### config.mk
export PLATFORM = sky130hd
export DESIGN_NAME = mod_decoder
export DESIGN_NICKNAME = d
export VERILOG_FILES = /design/src/design/mod_pkg.sv /design/src/design/mod_decoder.sv
export SDC_FILE = /design/constraint.sdc
export NUM_CORES = 1
export LEC_CHECK = 0
export BUFFER_PORTS_ARGS = -buffer_cell sky130_fd_sc_hd__buf_4
export CORE_AREA = 2 2 99 101
export CTS_CLUSTER_SIZE = 16
export DETAILED_ROUTE_END_ITERATION = 8
export DIE_AREA = 0 0 101 103
export GPL_TIMING_DRIVEN = 1
export MAX_ROUTING_LAYER = met4
export PLACE_DENSITY = 0.78
export SYNTH_ARGS = -nofsm -noshare
export SYNTH_HDL_FRONTEND = slang
export SYNTH_SLANG_ARGS = --single-unit
### constraint.sdc
create_clock -name CLK -period 5.12 [get_ports CLK]
set_clock_uncertainty 0.05 [all_clocks]
set_input_delay 1.024 -clock CLK [delete_from_list [all_inputs] [get_ports CLK]]
set_output_delay 1.024 -clock CLK [all_outputs]
set_load 0.02 [all_outputs]
### src/design/mod_pkg.sv
// package for the opcode decoder and cycle sequencer
// assumes one 10 MHz core clock and an active-low asynchronous reset
package mod_pkg;
    // ****************************************
    // operation codes presented to the datapath
    // ****************************************
    typedef enum logic [5:0] {
        MOD_OP_HALT, MOD_OP_ADD, MOD_OP_ADC, MOD_OP_SUB, MOD_OP_SUB_BRW, MOD_OP_OR, MOD_OP_AND,
        MOD_OP_XOR, MOD_OP_CMP, MOD_OP_LDA, MOD_OP_LDX, MOD_OP_RSVD, MOD_OP_PAGE_ADV,
        MOD_OP_X2A, MOD_OP_A2X, MOD_OP_LD_PSTK, MOD_OP_CALL, MOD_OP_JMP, MOD_OP_JZ,
        MOD_OP_JMP_NZERO, MOD_OP_JC, MOD_OP_JMP_NCARRY, MOD_OP_JMP_ACC, MOD_OP_TABLE, MOD_OP_NOP,
        MOD_OP_INC, MOD_OP_DEC, MOD_OP_PORT_RD, MOD_OP_PORT_WR, MOD_OP_PORT_WRX,
        MOD_OP_POP, MOD_OP_PUSH, MOD_OP_SWAP_X, MOD_OP_SWAP_DSP, MOD_OP_STA, MOD_OP_RMW_OR,
        MOD_OP_RMW_AND, MOD_OP_RMW_XOR, MOD_OP_COMPL, MOD_OP_ASL, MOD_OP_ASR, MOD_OP_ROT_LC,
        MOD_OP_ROT_RC, MOD_OP_RET, MOD_OP_RET_INTR, MOD_OP_INTR_DIS, MOD_OP_EI
    } mod_op_e;

    // operand form: none, immediate, direct, indexed, accumulator, index reg, address
    typedef enum logic [2:0] {
        MOD_AM_NONE, MOD_AM_IMM, MOD_AM_DIR, MOD_AM_IDX, MOD_AM_ACC, MOD_AM_X, MOD_AM_ADDR
    } mod_am_e;

    // ****************************************
    // sequencer states
    // ****************************************
    typedef enum logic [2:0] {
        MOD_ST_FETCH = 3'b001,
        MOD_ST_EXEC  = 3'b010,
        MOD_ST_HALT  = 3'b100
    } mod_st_e;

    localparam int unsigned MOD_CLK_HZ    = 10000000;
    localparam logic [3:0]  MOD_CYC_W0    = 4'h0;
    localparam logic [3:0]  MOD_CYC_ONE   = 4'h1;
    localparam logic [7:0]  MOD_ONE8      = 8'h01;
    localparam logic [7:0]  MOD_TWO8      = 8'h02;
    localparam logic [7:0]  MOD_ZERO8     = 8'h00;
    localparam logic [13:0] MOD_PC_RST    = 14'h0000;
    localparam logic [5:0]  MOD_PAGE_ONE  = 6'h01;
    localparam logic [3:0]  MOD_PAGE_POS  = 4'h8;
endpackage : mod_pkg

### src/design/mod_decoder.sv
// opcode decoder and cycle sequencer for the 8-bit core
// assumes program memory answers combinationally to PMEM_ADDR; datapath obeys OP_* pulses
`timescale 1ns/1ps
`default_nettype none
module mod_decoder
    import mod_pkg::*;
#(
    parameter int unsigned CYC_W = 4
) (
    input  wire logic              CLK,
    input  wire logic              ARST_N,
    input  wire logic [7:0]        PMEM_DATA,
    input  wire logic [7:0]        X_REG,
    input  wire logic              ZERO_FLAG,
    input  wire logic              CARRY_FLAG,
    input  wire logic              INTR_REQ,
    output logic      [13:0]       PMEM_ADDR,
    output logic                   FETCH,
    output logic                   OP_START,
    output logic                   OP_DONE,
    output mod_pkg::mod_op_e       OP_CODE,
    output mod_pkg::mod_am_e       OP_MODE,
    output logic      [7:0]        OPERAND,
    output logic      [7:0]        EFF_ADDR,
    output logic      [13:0]       TARGET,
    output logic                   BRANCH_TAKEN,
    output logic      [7:0]        PSTK_DELTA,
    output logic                   PSTK_UP,
    output logic                   DSP_PRE_DEC,
    output logic                   DSP_POST_INC,
    output logic                   RESTORE_FLAGS,
    output logic                   INTR_EN,
    output logic                   HALTED,
    output logic                   ILLEGAL
);
    import mod_pkg::*;

    // ****************************************
    // combinational decode of one opcode byte
    // ****************************************
    mod_op_e            dec_op;
    mod_am_e            dec_am;
    logic [CYC_W-1:0]   dec_cyc;
    logic               dec_two;

    function automatic mod_am_e am3(input logic [1:0] k);
        am3 = (k == 2'd0) ? MOD_AM_IMM : (k == 2'd1) ? MOD_AM_DIR : MOD_AM_IDX;
    endfunction

    always_comb begin
        logic [1:0] k;
        k       = 2'd0;
        dec_op  = MOD_OP_RSVD;
        dec_am  = MOD_AM_NONE;
        dec_cyc = CYC_W'(4);
        dec_two = 1'b0;
        if (PMEM_DATA == 8'h00) begin
            dec_op  = MOD_OP_HALT;
            dec_cyc = CYC_W'(7);
        end else if (PMEM_DATA <= 8'h15) begin
            k       = 2'(({24'h0, PMEM_DATA} - 32'd1) % 32'd3);
            dec_am  = am3(k);
            dec_cyc = (k == 2'd0) ? CYC_W'(4) : (k == 2'd1) ? CYC_W'(6) : CYC_W'(7);
            dec_two = 1'b1;
            case (3'(({24'h0, PMEM_DATA} - 32'd1) / 32'd3))
                3'd0: dec_op = MOD_OP_ADD;
                3'd1: dec_op = MOD_OP_ADC;
                3'd2: dec_op = MOD_OP_SUB;
                3'd3: dec_op = MOD_OP_SUB_BRW;
                3'd4: dec_op = MOD_OP_OR;
                3'd5: dec_op = MOD_OP_AND;
                3'd6: dec_op = MOD_OP_XOR;
                default: dec_op = MOD_OP_RSVD;
            endcase
        end else if (PMEM_DATA[7:4] == 4'h5 || PMEM_DATA[7:4] == 4'h9) begin
            dec_op = MOD_OP_CALL; dec_am = MOD_AM_ADDR;
            dec_cyc = CYC_W'(10); dec_two = 1'b1;
        end else if (PMEM_DATA[7] && PMEM_DATA[7:4] != 4'h9) begin
            dec_am = MOD_AM_ADDR; dec_two = 1'b1; dec_cyc = CYC_W'(5);
            case (PMEM_DATA[7:4])
                4'h8: dec_op = MOD_OP_JMP;
                4'ha: dec_op = MOD_OP_JZ;
                4'hb: dec_op = MOD_OP_JMP_NZERO;
                4'hc: dec_op = MOD_OP_JC;
                4'hd: dec_op = MOD_OP_JMP_NCARRY;
                4'he: begin dec_op = MOD_OP_JMP_ACC; dec_cyc = CYC_W'(7); end
                default: begin dec_op = MOD_OP_TABLE; dec_cyc = CYC_W'(14); end
            endcase
        end else begin
            case (PMEM_DATA)
                8'h16: begin dec_op = MOD_OP_CMP; dec_am = MOD_AM_IMM; dec_cyc = CYC_W'(5); end
                8'h17: begin dec_op = MOD_OP_CMP; dec_am = MOD_AM_DIR; dec_cyc = CYC_W'(7); end
                8'h18: begin dec_op = MOD_OP_CMP; dec_am = MOD_AM_IDX; dec_cyc = CYC_W'(8); end
                8'h19: begin dec_op = MOD_OP_LDA; dec_am = MOD_AM_IMM; end
                8'h1a: begin dec_op = MOD_OP_LDA; dec_am = MOD_AM_DIR; dec_cyc = CYC_W'(5); end
                8'h1b: begin dec_op = MOD_OP_LDA; dec_am = MOD_AM_IDX; dec_cyc = CYC_W'(6); end
                8'h1c: begin dec_op = MOD_OP_LDX; dec_am = MOD_AM_IMM; end
                8'h1d: begin dec_op = MOD_OP_LDX; dec_am = MOD_AM_DIR; dec_cyc = CYC_W'(5); end
                8'h1f: dec_op = MOD_OP_PAGE_ADV;
                8'h40: dec_op = MOD_OP_X2A;
                8'h41: dec_op = MOD_OP_A2X;
                8'h60: dec_op = MOD_OP_LD_PSTK;
                8'h20: dec_op = MOD_OP_NOP;
                8'h21: begin dec_op = MOD_OP_INC; dec_am = MOD_AM_ACC; end
                8'h22: begin dec_op = MOD_OP_INC; dec_am = MOD_AM_X; end
                8'h23: begin dec_op = MOD_OP_INC; dec_am = MOD_AM_DIR; dec_cyc = CYC_W'(7); end
                8'h24: begin dec_op = MOD_OP_INC; dec_am = MOD_AM_IDX; dec_cyc = CYC_W'(8); end
                8'h25: begin dec_op = MOD_OP_DEC; dec_am = MOD_AM_ACC; end
                8'h26: begin dec_op = MOD_OP_DEC; dec_am = MOD_AM_X; end
                8'h27: begin dec_op = MOD_OP_DEC; dec_am = MOD_AM_DIR; dec_cyc = CYC_W'(7); end
                8'h28: begin dec_op = MOD_OP_DEC; dec_am = MOD_AM_IDX; dec_cyc = CYC_W'(8); end
                8'h29: begin dec_op = MOD_OP_PORT_RD; dec_am = MOD_AM_DIR; dec_cyc = CYC_W'(5); end
                8'h2a: begin dec_op = MOD_OP_PORT_WR; dec_am = MOD_AM_DIR; dec_cyc = CYC_W'(5); end
                8'h39: begin dec_op = MOD_OP_PORT_WRX; dec_am = MOD_AM_IDX; dec_cyc = CYC_W'(6); end
                8'h2b: begin dec_op = MOD_OP_POP; dec_am = MOD_AM_ACC; end
                8'h2c: begin dec_op = MOD_OP_POP; dec_am = MOD_AM_X; end
                8'h2d: begin dec_op = MOD_OP_PUSH; dec_am = MOD_AM_ACC; dec_cyc = CYC_W'(5); end
                8'h2e: begin dec_op = MOD_OP_PUSH; dec_am = MOD_AM_X; dec_cyc = CYC_W'(5); end
                8'h2f: begin dec_op = MOD_OP_SWAP_X; dec_cyc = CYC_W'(5); end
                8'h30: begin dec_op = MOD_OP_SWAP_DSP; dec_cyc = CYC_W'(5); end
                8'h31: begin dec_op = MOD_OP_STA; dec_am = MOD_AM_DIR; dec_cyc = CYC_W'(5); end
                8'h32: begin dec_op = MOD_OP_STA; dec_am = MOD_AM_IDX; dec_cyc = CYC_W'(6); end
                8'h33, 8'h34: dec_op = MOD_OP_RMW_OR;
                8'h35, 8'h36: dec_op = MOD_OP_RMW_AND;
                8'h37, 8'h38: dec_op = MOD_OP_RMW_XOR;
                8'h3a: dec_op = MOD_OP_COMPL;
                8'h3b: dec_op = MOD_OP_ASL;
                8'h3c: dec_op = MOD_OP_ASR;
                8'h3d: dec_op = MOD_OP_ROT_LC;
                8'h3e: dec_op = MOD_OP_ROT_RC;
                8'h3f: begin dec_op = MOD_OP_RET; dec_cyc = CYC_W'(8); end
                8'h73: begin dec_op = MOD_OP_RET_INTR; dec_cyc = CYC_W'(8); end
                8'h70: dec_op = MOD_OP_INTR_DIS;
                8'h72: dec_op = MOD_OP_EI;
                default: dec_op = MOD_OP_RSVD;
            endcase
            if (PMEM_DATA >= 8'h33 && PMEM_DATA <= 8'h38) begin
                dec_am  = PMEM_DATA[0] ? MOD_AM_DIR : MOD_AM_IDX;
                dec_cyc = PMEM_DATA[0] ? CYC_W'(7) : CYC_W'(8);
            end
            dec_two = (dec_am == MOD_AM_IMM) || (dec_am == MOD_AM_DIR) || (dec_am == MOD_AM_IDX);
        end
    end

    // ****************************************
    // sequencer
    // ****************************************
    mod_st_e            st_q;
    logic [CYC_W-1:0]   cnt_q;
    logic [13:0]        pc_q;
    logic [3:0]         nib_q;
    logic               two_q;
    logic               ie_q;
    logic               last;

    assign last = (st_q == MOD_ST_EXEC) && (cnt_q == CYC_W'(MOD_CYC_ONE));
    assign FETCH = (st_q == MOD_ST_FETCH);
    assign PMEM_ADDR = pc_q;
    assign OP_DONE = last;
    assign HALTED = (st_q == MOD_ST_HALT);
    assign INTR_EN = ie_q;

    always_ff @(posedge CLK or negedge ARST_N) begin
        if (!ARST_N) begin
            st_q     <= MOD_ST_FETCH;
            cnt_q    <= CYC_W'(MOD_CYC_W0);
            OP_START <= 1'b0;
            OP_CODE  <= MOD_OP_NOP;
            OP_MODE  <= MOD_AM_NONE;
            ILLEGAL  <= 1'b0;
            nib_q    <= 4'h0;
            two_q    <= 1'b0;
        end else begin
            OP_START <= 1'b0;
            case (st_q)
                MOD_ST_FETCH: begin
                    st_q     <= MOD_ST_EXEC;
                    cnt_q    <= dec_cyc - CYC_W'(MOD_CYC_ONE);
                    OP_START <= 1'b1;
                    OP_CODE  <= dec_op;
                    OP_MODE  <= dec_am;
                    ILLEGAL  <= (dec_op == MOD_OP_RSVD);
                    nib_q    <= PMEM_DATA[3:0];
                    two_q    <= dec_two;
                end
                MOD_ST_EXEC: begin
                    cnt_q <= cnt_q - CYC_W'(MOD_CYC_ONE);
                    if (last)
                        st_q <= (OP_CODE == MOD_OP_HALT) ? MOD_ST_HALT : MOD_ST_FETCH;
                end
                MOD_ST_HALT: st_q <= MOD_ST_HALT;
                default: st_q <= MOD_ST_FETCH;
            endcase
        end
    end

    // operand byte captured on the cycle after the opcode
    always_ff @(posedge CLK or negedge ARST_N) begin
        if (!ARST_N) begin
            pc_q    <= MOD_PC_RST;
            OPERAND <= MOD_ZERO8;
        end else if (FETCH) begin
            pc_q[7:0] <= pc_q[7:0] + MOD_ONE8;
        end else if (OP_START && two_q) begin
            OPERAND   <= PMEM_DATA;
            pc_q[7:0] <= pc_q[7:0] + MOD_ONE8;
        end else if (last && OP_CODE == MOD_OP_PAGE_ADV) begin
            pc_q[13:8] <= pc_q[13:8] + MOD_PAGE_ONE;
            pc_q[7:0]  <= MOD_ZERO8;
        end else if (last && BRANCH_TAKEN) begin
            pc_q <= TARGET;
        end
    end

    // ****************************************
    // address formation and stack control
    // ****************************************
    always_comb begin
        TARGET   = {2'b00, nib_q, OPERAND};
        EFF_ADDR = (OP_MODE == MOD_AM_IDX) ? 8'(OPERAND + X_REG) : OPERAND;
        BRANCH_TAKEN = 1'b0;
        case (OP_CODE)
            MOD_OP_JMP, MOD_OP_CALL: BRANCH_TAKEN = 1'b1;
            MOD_OP_JZ:         BRANCH_TAKEN = ZERO_FLAG;
            MOD_OP_JMP_NZERO:  BRANCH_TAKEN = !ZERO_FLAG;
            MOD_OP_JC:         BRANCH_TAKEN = CARRY_FLAG;
            MOD_OP_JMP_NCARRY: BRANCH_TAKEN = !CARRY_FLAG;
            default:           BRANCH_TAKEN = 1'b0;
        endcase
        PSTK_DELTA    = (OP_CODE == MOD_OP_CALL || OP_CODE == MOD_OP_RET
                         || OP_CODE == MOD_OP_RET_INTR || INTR_REQ) ? MOD_TWO8 : MOD_ZERO8;
        PSTK_UP       = (OP_CODE == MOD_OP_CALL) || INTR_REQ;
        RESTORE_FLAGS = (OP_CODE == MOD_OP_RET_INTR);
        DSP_PRE_DEC   = (OP_CODE == MOD_OP_PUSH);
        DSP_POST_INC  = (OP_CODE == MOD_OP_POP);
    end

    always_ff @(posedge CLK or negedge ARST_N) begin
        if (!ARST_N)
            ie_q <= 1'b0;
        else if (last && (OP_CODE == MOD_OP_EI || OP_CODE == MOD_OP_RET_INTR))
            ie_q <= 1'b1;
        else if ((last && OP_CODE == MOD_OP_INTR_DIS) || (INTR_REQ && ie_q))
            ie_q <= 1'b0;
    end

    // ****************************************
    // checks
    // ****************************************
    AST_HALT_SEVEN: assert property (@(posedge CLK) disable iff (!ARST_N)
        OP_START && OP_CODE == MOD_OP_HALT |-> ##5 (last && HALTED == 1'b0) ##1 HALTED)
        else $error("halt did not take seven cycles");
    AST_CALL_TEN: assert property (@(posedge CLK) disable iff (!ARST_N)
        OP_START && OP_CODE == MOD_OP_CALL |-> !last [*8] ##1 last)
        else $error("call did not take ten cycles");
    AST_TABLE_FOURTEEN: assert property (@(posedge CLK) disable iff (!ARST_N)
        OP_START && OP_CODE == MOD_OP_TABLE |-> ##12 last)
        else $error("table index did not take fourteen cycles");
    AST_FETCH_AFTER: assert property (@(posedge CLK) disable iff (!ARST_N)
        FETCH |-> ##1 (!FETCH && OP_START))
        else $error("fetch not followed by start");
    AST_JMP_FIVE: assert property (@(posedge CLK) disable iff (!ARST_N)
        OP_START && OP_CODE == MOD_OP_JMP |-> ##3 last ##1 (FETCH && PMEM_ADDR == $past(TARGET)))
        else $error("jump did not land on its target in five cycles");
    AST_ACCUMULATOR_OFFSET_JUMP_SEVEN: assert property (@(posedge CLK) disable iff (!ARST_N)
        OP_START && OP_CODE == MOD_OP_JMP_ACC |-> ##5 last)
        else $error("accumulator jump not seven cycles");
    AST_IDX_ADDR: assert property (@(posedge CLK) disable iff (!ARST_N)
        OP_MODE == MOD_AM_IDX |-> EFF_ADDR == 8'(OPERAND + X_REG))
        else $error("indexed address wrong");
    AST_PAGE_ADV: assert property (@(posedge CLK) disable iff (!ARST_N)
        last && OP_CODE == MOD_OP_PAGE_ADV |=> PMEM_ADDR[13:8] == 6'($past(PMEM_ADDR[13:8]) + 6'h01))
        else $error("page advance did not bump upper bits");
    AST_INTR_RET_IE: assert property (@(posedge CLK) disable iff (!ARST_N)
        last && OP_CODE == MOD_OP_RET_INTR && !INTR_REQ |=> INTR_EN)
        else $error("interrupt return did not re-enable");
endmodule // mod_decoder
`default_nettype wire

== Word level (Yosys, flattened, before mapping) ==
Cells that the tools add are included.

* Register bits after elaboration: 46
* Bits in latches: 0
* Memory bits (writable): 0
* Bits in read-only memories: 0
* Input port bits: 21
* Output and inout bits: 72
* Word-level logic and storage cells: 211
* Memories: 0

* Add/subtract/negate cells: 6
* Multipliers: 0
* Div/mod/pow operators: 2
* $lt $le $gt $ge: 3
* Equality and inequality tests: 86
* Shift-type cells: 0
* Multiplexer cells: 48
* Bitwise operators: 2
* Reduce and logical (&&, ||, !) cells: 52

{| class="wikitable"
|+ Operators with widths
! operator !! number
|-
| $eq A8 B6 Y1 const B || 32
|-
| $pmux W6 S30 || 1
|-
| $eq A8 B5 Y1 const B || 9
|-
| $eq A6 B5 Y1 const B || 8
|-
| $eq A8 B7 Y1 const B || 6
|-
| $mux W3 || 11
|-
| $div A32 B2 Y32 const B || 1
|-
| $mod A32 B2 Y32 const B || 1
|-
| $eq A4 B4 Y1 const B || 7
|-
| $mux W14 || 2
|-
| $pmux W4 S7 || 1
|-
| $eq A6 B6 Y1 const B || 4
|-
| $mux W4 || 6
|-
| $mux W6 || 4
|-
| $mux W8 || 3
|-
| $eq A3 B2 Y1 const B || 6
|-
| $pmux W3 S6 || 1
|-
| $pmux W4 S2 || 2
|-
| $pmux W4 S4 || 1
|-
| $reduce_or A2 Y1 || 8
|-
| $reduce_or A4 Y1 || 4
|-
| $pmux W3 S5 || 1
|-
| $reduce_or A3 Y1 || 5
|-
| $eq A3 B3 Y1 const B || 4
|-
| 35 further kinds || 71
|}

== Longest topological paths before layout ==
* Word-level depth: 15
* Depth in mapped cells: 25
* Gate-level depth less buffers: 21

== Worst setup path after synthesis ==
OpenSTA, ideal clock, no wires.

* Path type: in2reg
* Start: input PMEM_DATA[0]
* End: register cnt_q[2]
* Library setup time: 0.149 ns
* Arrival time: 5.787 ns
* Required time: 4.921 ns
* Path slack: -0.865 ns
* Cell stages on the path: 24
* Buffers on the path: 4
* Path through: clkbuf_1 -> clkbuf_1 -> inv_1 -> ha_1 -> or3b_2 -> clkbuf_1 -> o22ai_1 -> or2_2 -> buf_2 -> nor4_1 -> o32a_1 -> or2_2 -> ha_1 -> a41oi_2 -> xnor2_1 -> ha_1 -> or2_2 -> o31a_1 -> nand2b_1 -> nor3_1 -> o31a_1 -> ha_1 -> xor2_1 -> a21oi_1

* Longest elaborated chain between the ends: 10
* Elaborated cells on any way between the ends: 45
* Those cells by class: 2 x add/sub; 1 x div; 3 x order compare; 22 x eq/ne; 10 x mux; 7 x reduce/logical

{| class="wikitable"
|+ Ends and longest elaborated chain
! item !! line !! source
|-
| start, declared || mod_decoder.sv:12 || <nowiki>input wire logic [7:0] PMEM_DATA,</nowiki>
|-
| parallel branches: the longest is 7 deep, another holds $mod A32 B2 Y32 || - ||
|-
| $mux W4 (*) || mod_decoder.sv:57 || <nowiki>if (PMEM_DATA == 8'h00) begin</nowiki>
|-
| $sub A4 B1 Y4 (*) || mod_decoder.sv:178 || <nowiki>cnt_q <= dec_cyc - CYC_W'(MOD_CYC_ONE);</nowiki>
|-
| $pmux W4 S2 (*) || mod_decoder.sv:175 || <nowiki>case (st_q)</nowiki>
|-
| end signal, assigned || mod_decoder.sv:166 || <nowiki>cnt_q <= CYC_W'(MOD_CYC_W0);</nowiki>
|-
| end signal, assigned || mod_decoder.sv:178 ||
|-
| end signal, assigned || mod_decoder.sv:187 || <nowiki>cnt_q <= cnt_q - CYC_W'(MOD_CYC_ONE);</nowiki>
|-
| end, declared || mod_decoder.sv:149 || <nowiki>logic [CYC_W-1:0] cnt_q;</nowiki>
|}

Every way passes the cells marked *.
A chain may end at the register's enable or synchronous reset.

== Worst setup path in the final report ==
* Start: input PMEM_DATA[4]
* End: register cnt_q[2]

Same word-level chain as after synthesis.

==> qor.csv <==
metric,value,unit
status,"finished, final reports clean",
# IOs,93,
worst slew pin tran,0.7561,ns
Hold Crit Class,reg -> reg,
Ys Warns,0,
endpoint class of the critical path,register,
Layout Nets,867,
"Distinct cells, synth",76,
fraction of layout cells with a size suffix above 1,28.17,%
die extent in x,101,um
largest net degree at the start of global routing,47,
Total GRT Usage,31.84,%
first-pass GRT wire length,26.13,mm
clock buffer depth,2,
Initial Utilization,53.51,%
Hold Startpoint,ILLEGAL$_DFFE_PN0P_,
Die Ht,103,um
CTS sink cnt,46,
Fmax,195.4,MHz
total gr overflow,0,
DR WL/cell,17.28,um
Post-synth ARST share,100.0,%
drt initial violations,421,
Final ANT Viol Nets,0,
CTS buffer count,5,
fin crit share,99.94,%
Yosys reg bits,46,
Crit. Startpoint,PMEM_DATA[4],
number of synthesized flops with an enable pin,0,
Vias/cell,6.274,
root buf cell,clkbuf_8,
Final Hold Vio Count,0,
Core ar.,0.009459,mm^2
Synth Instances,702,
cell area after synthesis,0.005061,mm^2
PortBufs,83,
RSZ-0062 raised after global routing,true,
placed insts,927,
Worst Path Arrival,5.23,ns
final non-filler cell total,941,
Synth Flop Type,dfrtp_1,
DR DRC count,0,
Pre-Repair DR Iteration Count,6,
detailed-route wire length,16.26,mm
Die ar.,0.01040,mm^2
Final Cell Area,0.006490,mm^2
Startpoint Class,input pin,
Required @ worst endpoint,5.23,ns
vias in the first global route,5476,
most frequent cells in the layout,"buf_4 (173), nand2_1 (80), o21ai_0 (71)",
CTS tree,built,
Crit Path Class,in -> reg,
via count,5904,
Max Fanout on Critical Path,6,
post-route minimum period,5.117,ns
clock-pin slew on the worst setup and hold paths,0.08,ns
"Seq/Total Area, Yosys",22.82,%
Final Setup Violations,0,
row count,36,
H-tree levels,2,
"Slew Viols, Final",0,
Max VDD drop,0.2683,mV
pwr dens,399.6,mW/mm^2
worst rel slew slack,49.60,%
"commonest non-fill, non-tap cell in the layout",buf_4,
Layout area overhead,28.23,%
initial antenna violation count,0,
Reg-to-Reg Start,st_q[1]$_DFFE_PN0P_,
clk_lat worst skew,0.31,ns
RePlAce Congestion,0.9671,
area post-placement,0.006307,mm^2
Ant. Diodes,0,
Lkg Pwr,2.850,nW
Mapped Avg Cell Area,7.210,um^2
Detail Placement HPWL,12.27,mm
max_cap viols,0,
## flip-flops by register name, indices dropped and copies added, names as in the netlist, 3 cells and up
register / count
OP_MODE: 3
PMEM_ADDR: 14
cnt_q: 4
st_q: 3
nib_q: 4
OP_CODE: 6
OPERAND: 8
## per-stage QoR
stage / total power [mW] / worst slack [ns] / TNS [ns] / util, % / hold WS (ns)
CTS: 2.554 / 0.005017 / 0 / 67.69 / 0.4617
finish: 2.594 / 0.003243 / 0 / 68.61 / 0.4685
global placement: 2.265 / -0.2262 / -0.4330 / 66.68 / 0.4303
floorplan: 1.740 / -0.2744 / -0.5273 / - / 0.4208
detailed placement: 2.322 / -0.3410 / -0.8467 / 66.68 / 0.4460
global route: 2.781 / -0.1404 / -0.2502 / 68.61 / 0.4910
## repair_timing
action / in CTS / in global routing
pin swaps: 1 / 1
setup endpoints to repair: 2 / 3
setup buffers: 0 / 6
gates cloned: 0 / 0
hold buffers: 0 / 0
gates resized for setup: 0 / 9
## final cells by class
type	count	area, um^2
clock inverter	2	12.51
fill	799	2969
sequential	46	1155
tap	114	142.6
timing repair buffer	176	1341
clock buffer	6	82.58
inverter	24	92.59
multi-input combinational	573	3664
## per-layer routing
metal	up-vias	part of all wire, %	track usage [%]
li1	2811	-	-
met1	2756	41	39.07
met2	276	48	51.95
met3	61	7.0	4.068
met4	0	4.3	15.70
met5	-	0	-
## cell families after synthesis
kind of cell,count (synthesis),share of synthesized area [%]
AND/OR/NAND/NOR,276,27.52
AO/OA/AOI/OAI,238,30.58
buffers and inverters,91,8.183
flip-flops,46,22.82
adder cells (fa/ha/maj),20,5.093
XOR/XNOR,17,2.942
multiplexers,13,2.794
other,1,0.07409
## final timing paths
kind | to | slack [ns] | depth (start not counted)
max | cnt_q[2]$_DFFE_PN0P_ | 0.003 | 18
min | ILLEGAL$_DFFE_PN0P_ | 0.47 | 2
max reg2reg | PMEM_ADDR[12]$_DFFE_PN0P_ | 2.35 | 9
min reg2reg | ILLEGAL$_DFFE_PN0P_ | 0.47 | 2
max in group asynchronous | st_q[0]$_DFFE_PN1P_ | 3.96 | 1
min in group asynchronous | OPERAND[7]$_DFFE_PN0P_ | 0.66 | 1
## synth_stat cells, types with 7 or more instances
| library cell | n | area [um^2] |
|---|---|---|
| nand2_1 | 81 | 304.0 |
| o21ai_0 | 72 | 360.4 |
| a21oi_1 | 54 | 270.3 |
| nor2_1 | 53 | 198.9 |
| clkbuf_1 | 45 | 168.9 |
| dfrtp_1 | 43 | 1076 |
| nor3_1 | 25 | 125.1 |
| inv_1 | 24 | 90.09 |
| nand3_1 | 21 | 105.1 |
| ha_1 | 19 | 237.7 |
| buf_4 | 17 | 127.6 |
| nand2b_1 | 16 | 100.1 |
| nor2b_1 | 14 | 87.58 |
| mux2_2 | 9 | 101.4 |
| nor4_1 | 9 | 56.30 |
| o22ai_1 | 9 | 56.30 |
| o31ai_1 | 9 | 67.56 |
| or3_1 | 9 | 56.30 |
| xor2_1 | 9 | 78.83 |
| a31oi_1 | 8 | 50.05 |
| xnor2_1 | 8 | 70.07 |
| and3_1 | 7 | 43.79 |
| nor3b_1 | 7 | 52.55 |
| o211ai_1 | 7 | 52.55 |
| or2_2 | 7 | 43.79 |
## critical path, cell delays in order
cell and delay [ns]:
buf_6 0.09, or4_4 0.52, or3_4 0.38, a221o_1 0.34, o211a_1 0.24, a311o_1 0.29, a211o_1 0.32, a41oi_4 0.23
xnor2_2 0.11, ha_2 0.19, or2_4 0.23, o31a_1 0.33, nand2b_1 0.16, nor3_2 0.05, o31a_1 0.25, ha_2 0.18
xor2_1 0.17, a21oi_1 0.10
## report_power, final
part / internal (mW) / switching (mW)
Clock: 0.109 / 0.122
Sequential: 0.519 / 0.202
Combinational: 0.700 / 0.942
Total: 1.33 / 1.27
Power figures use the tool's default switching activity.
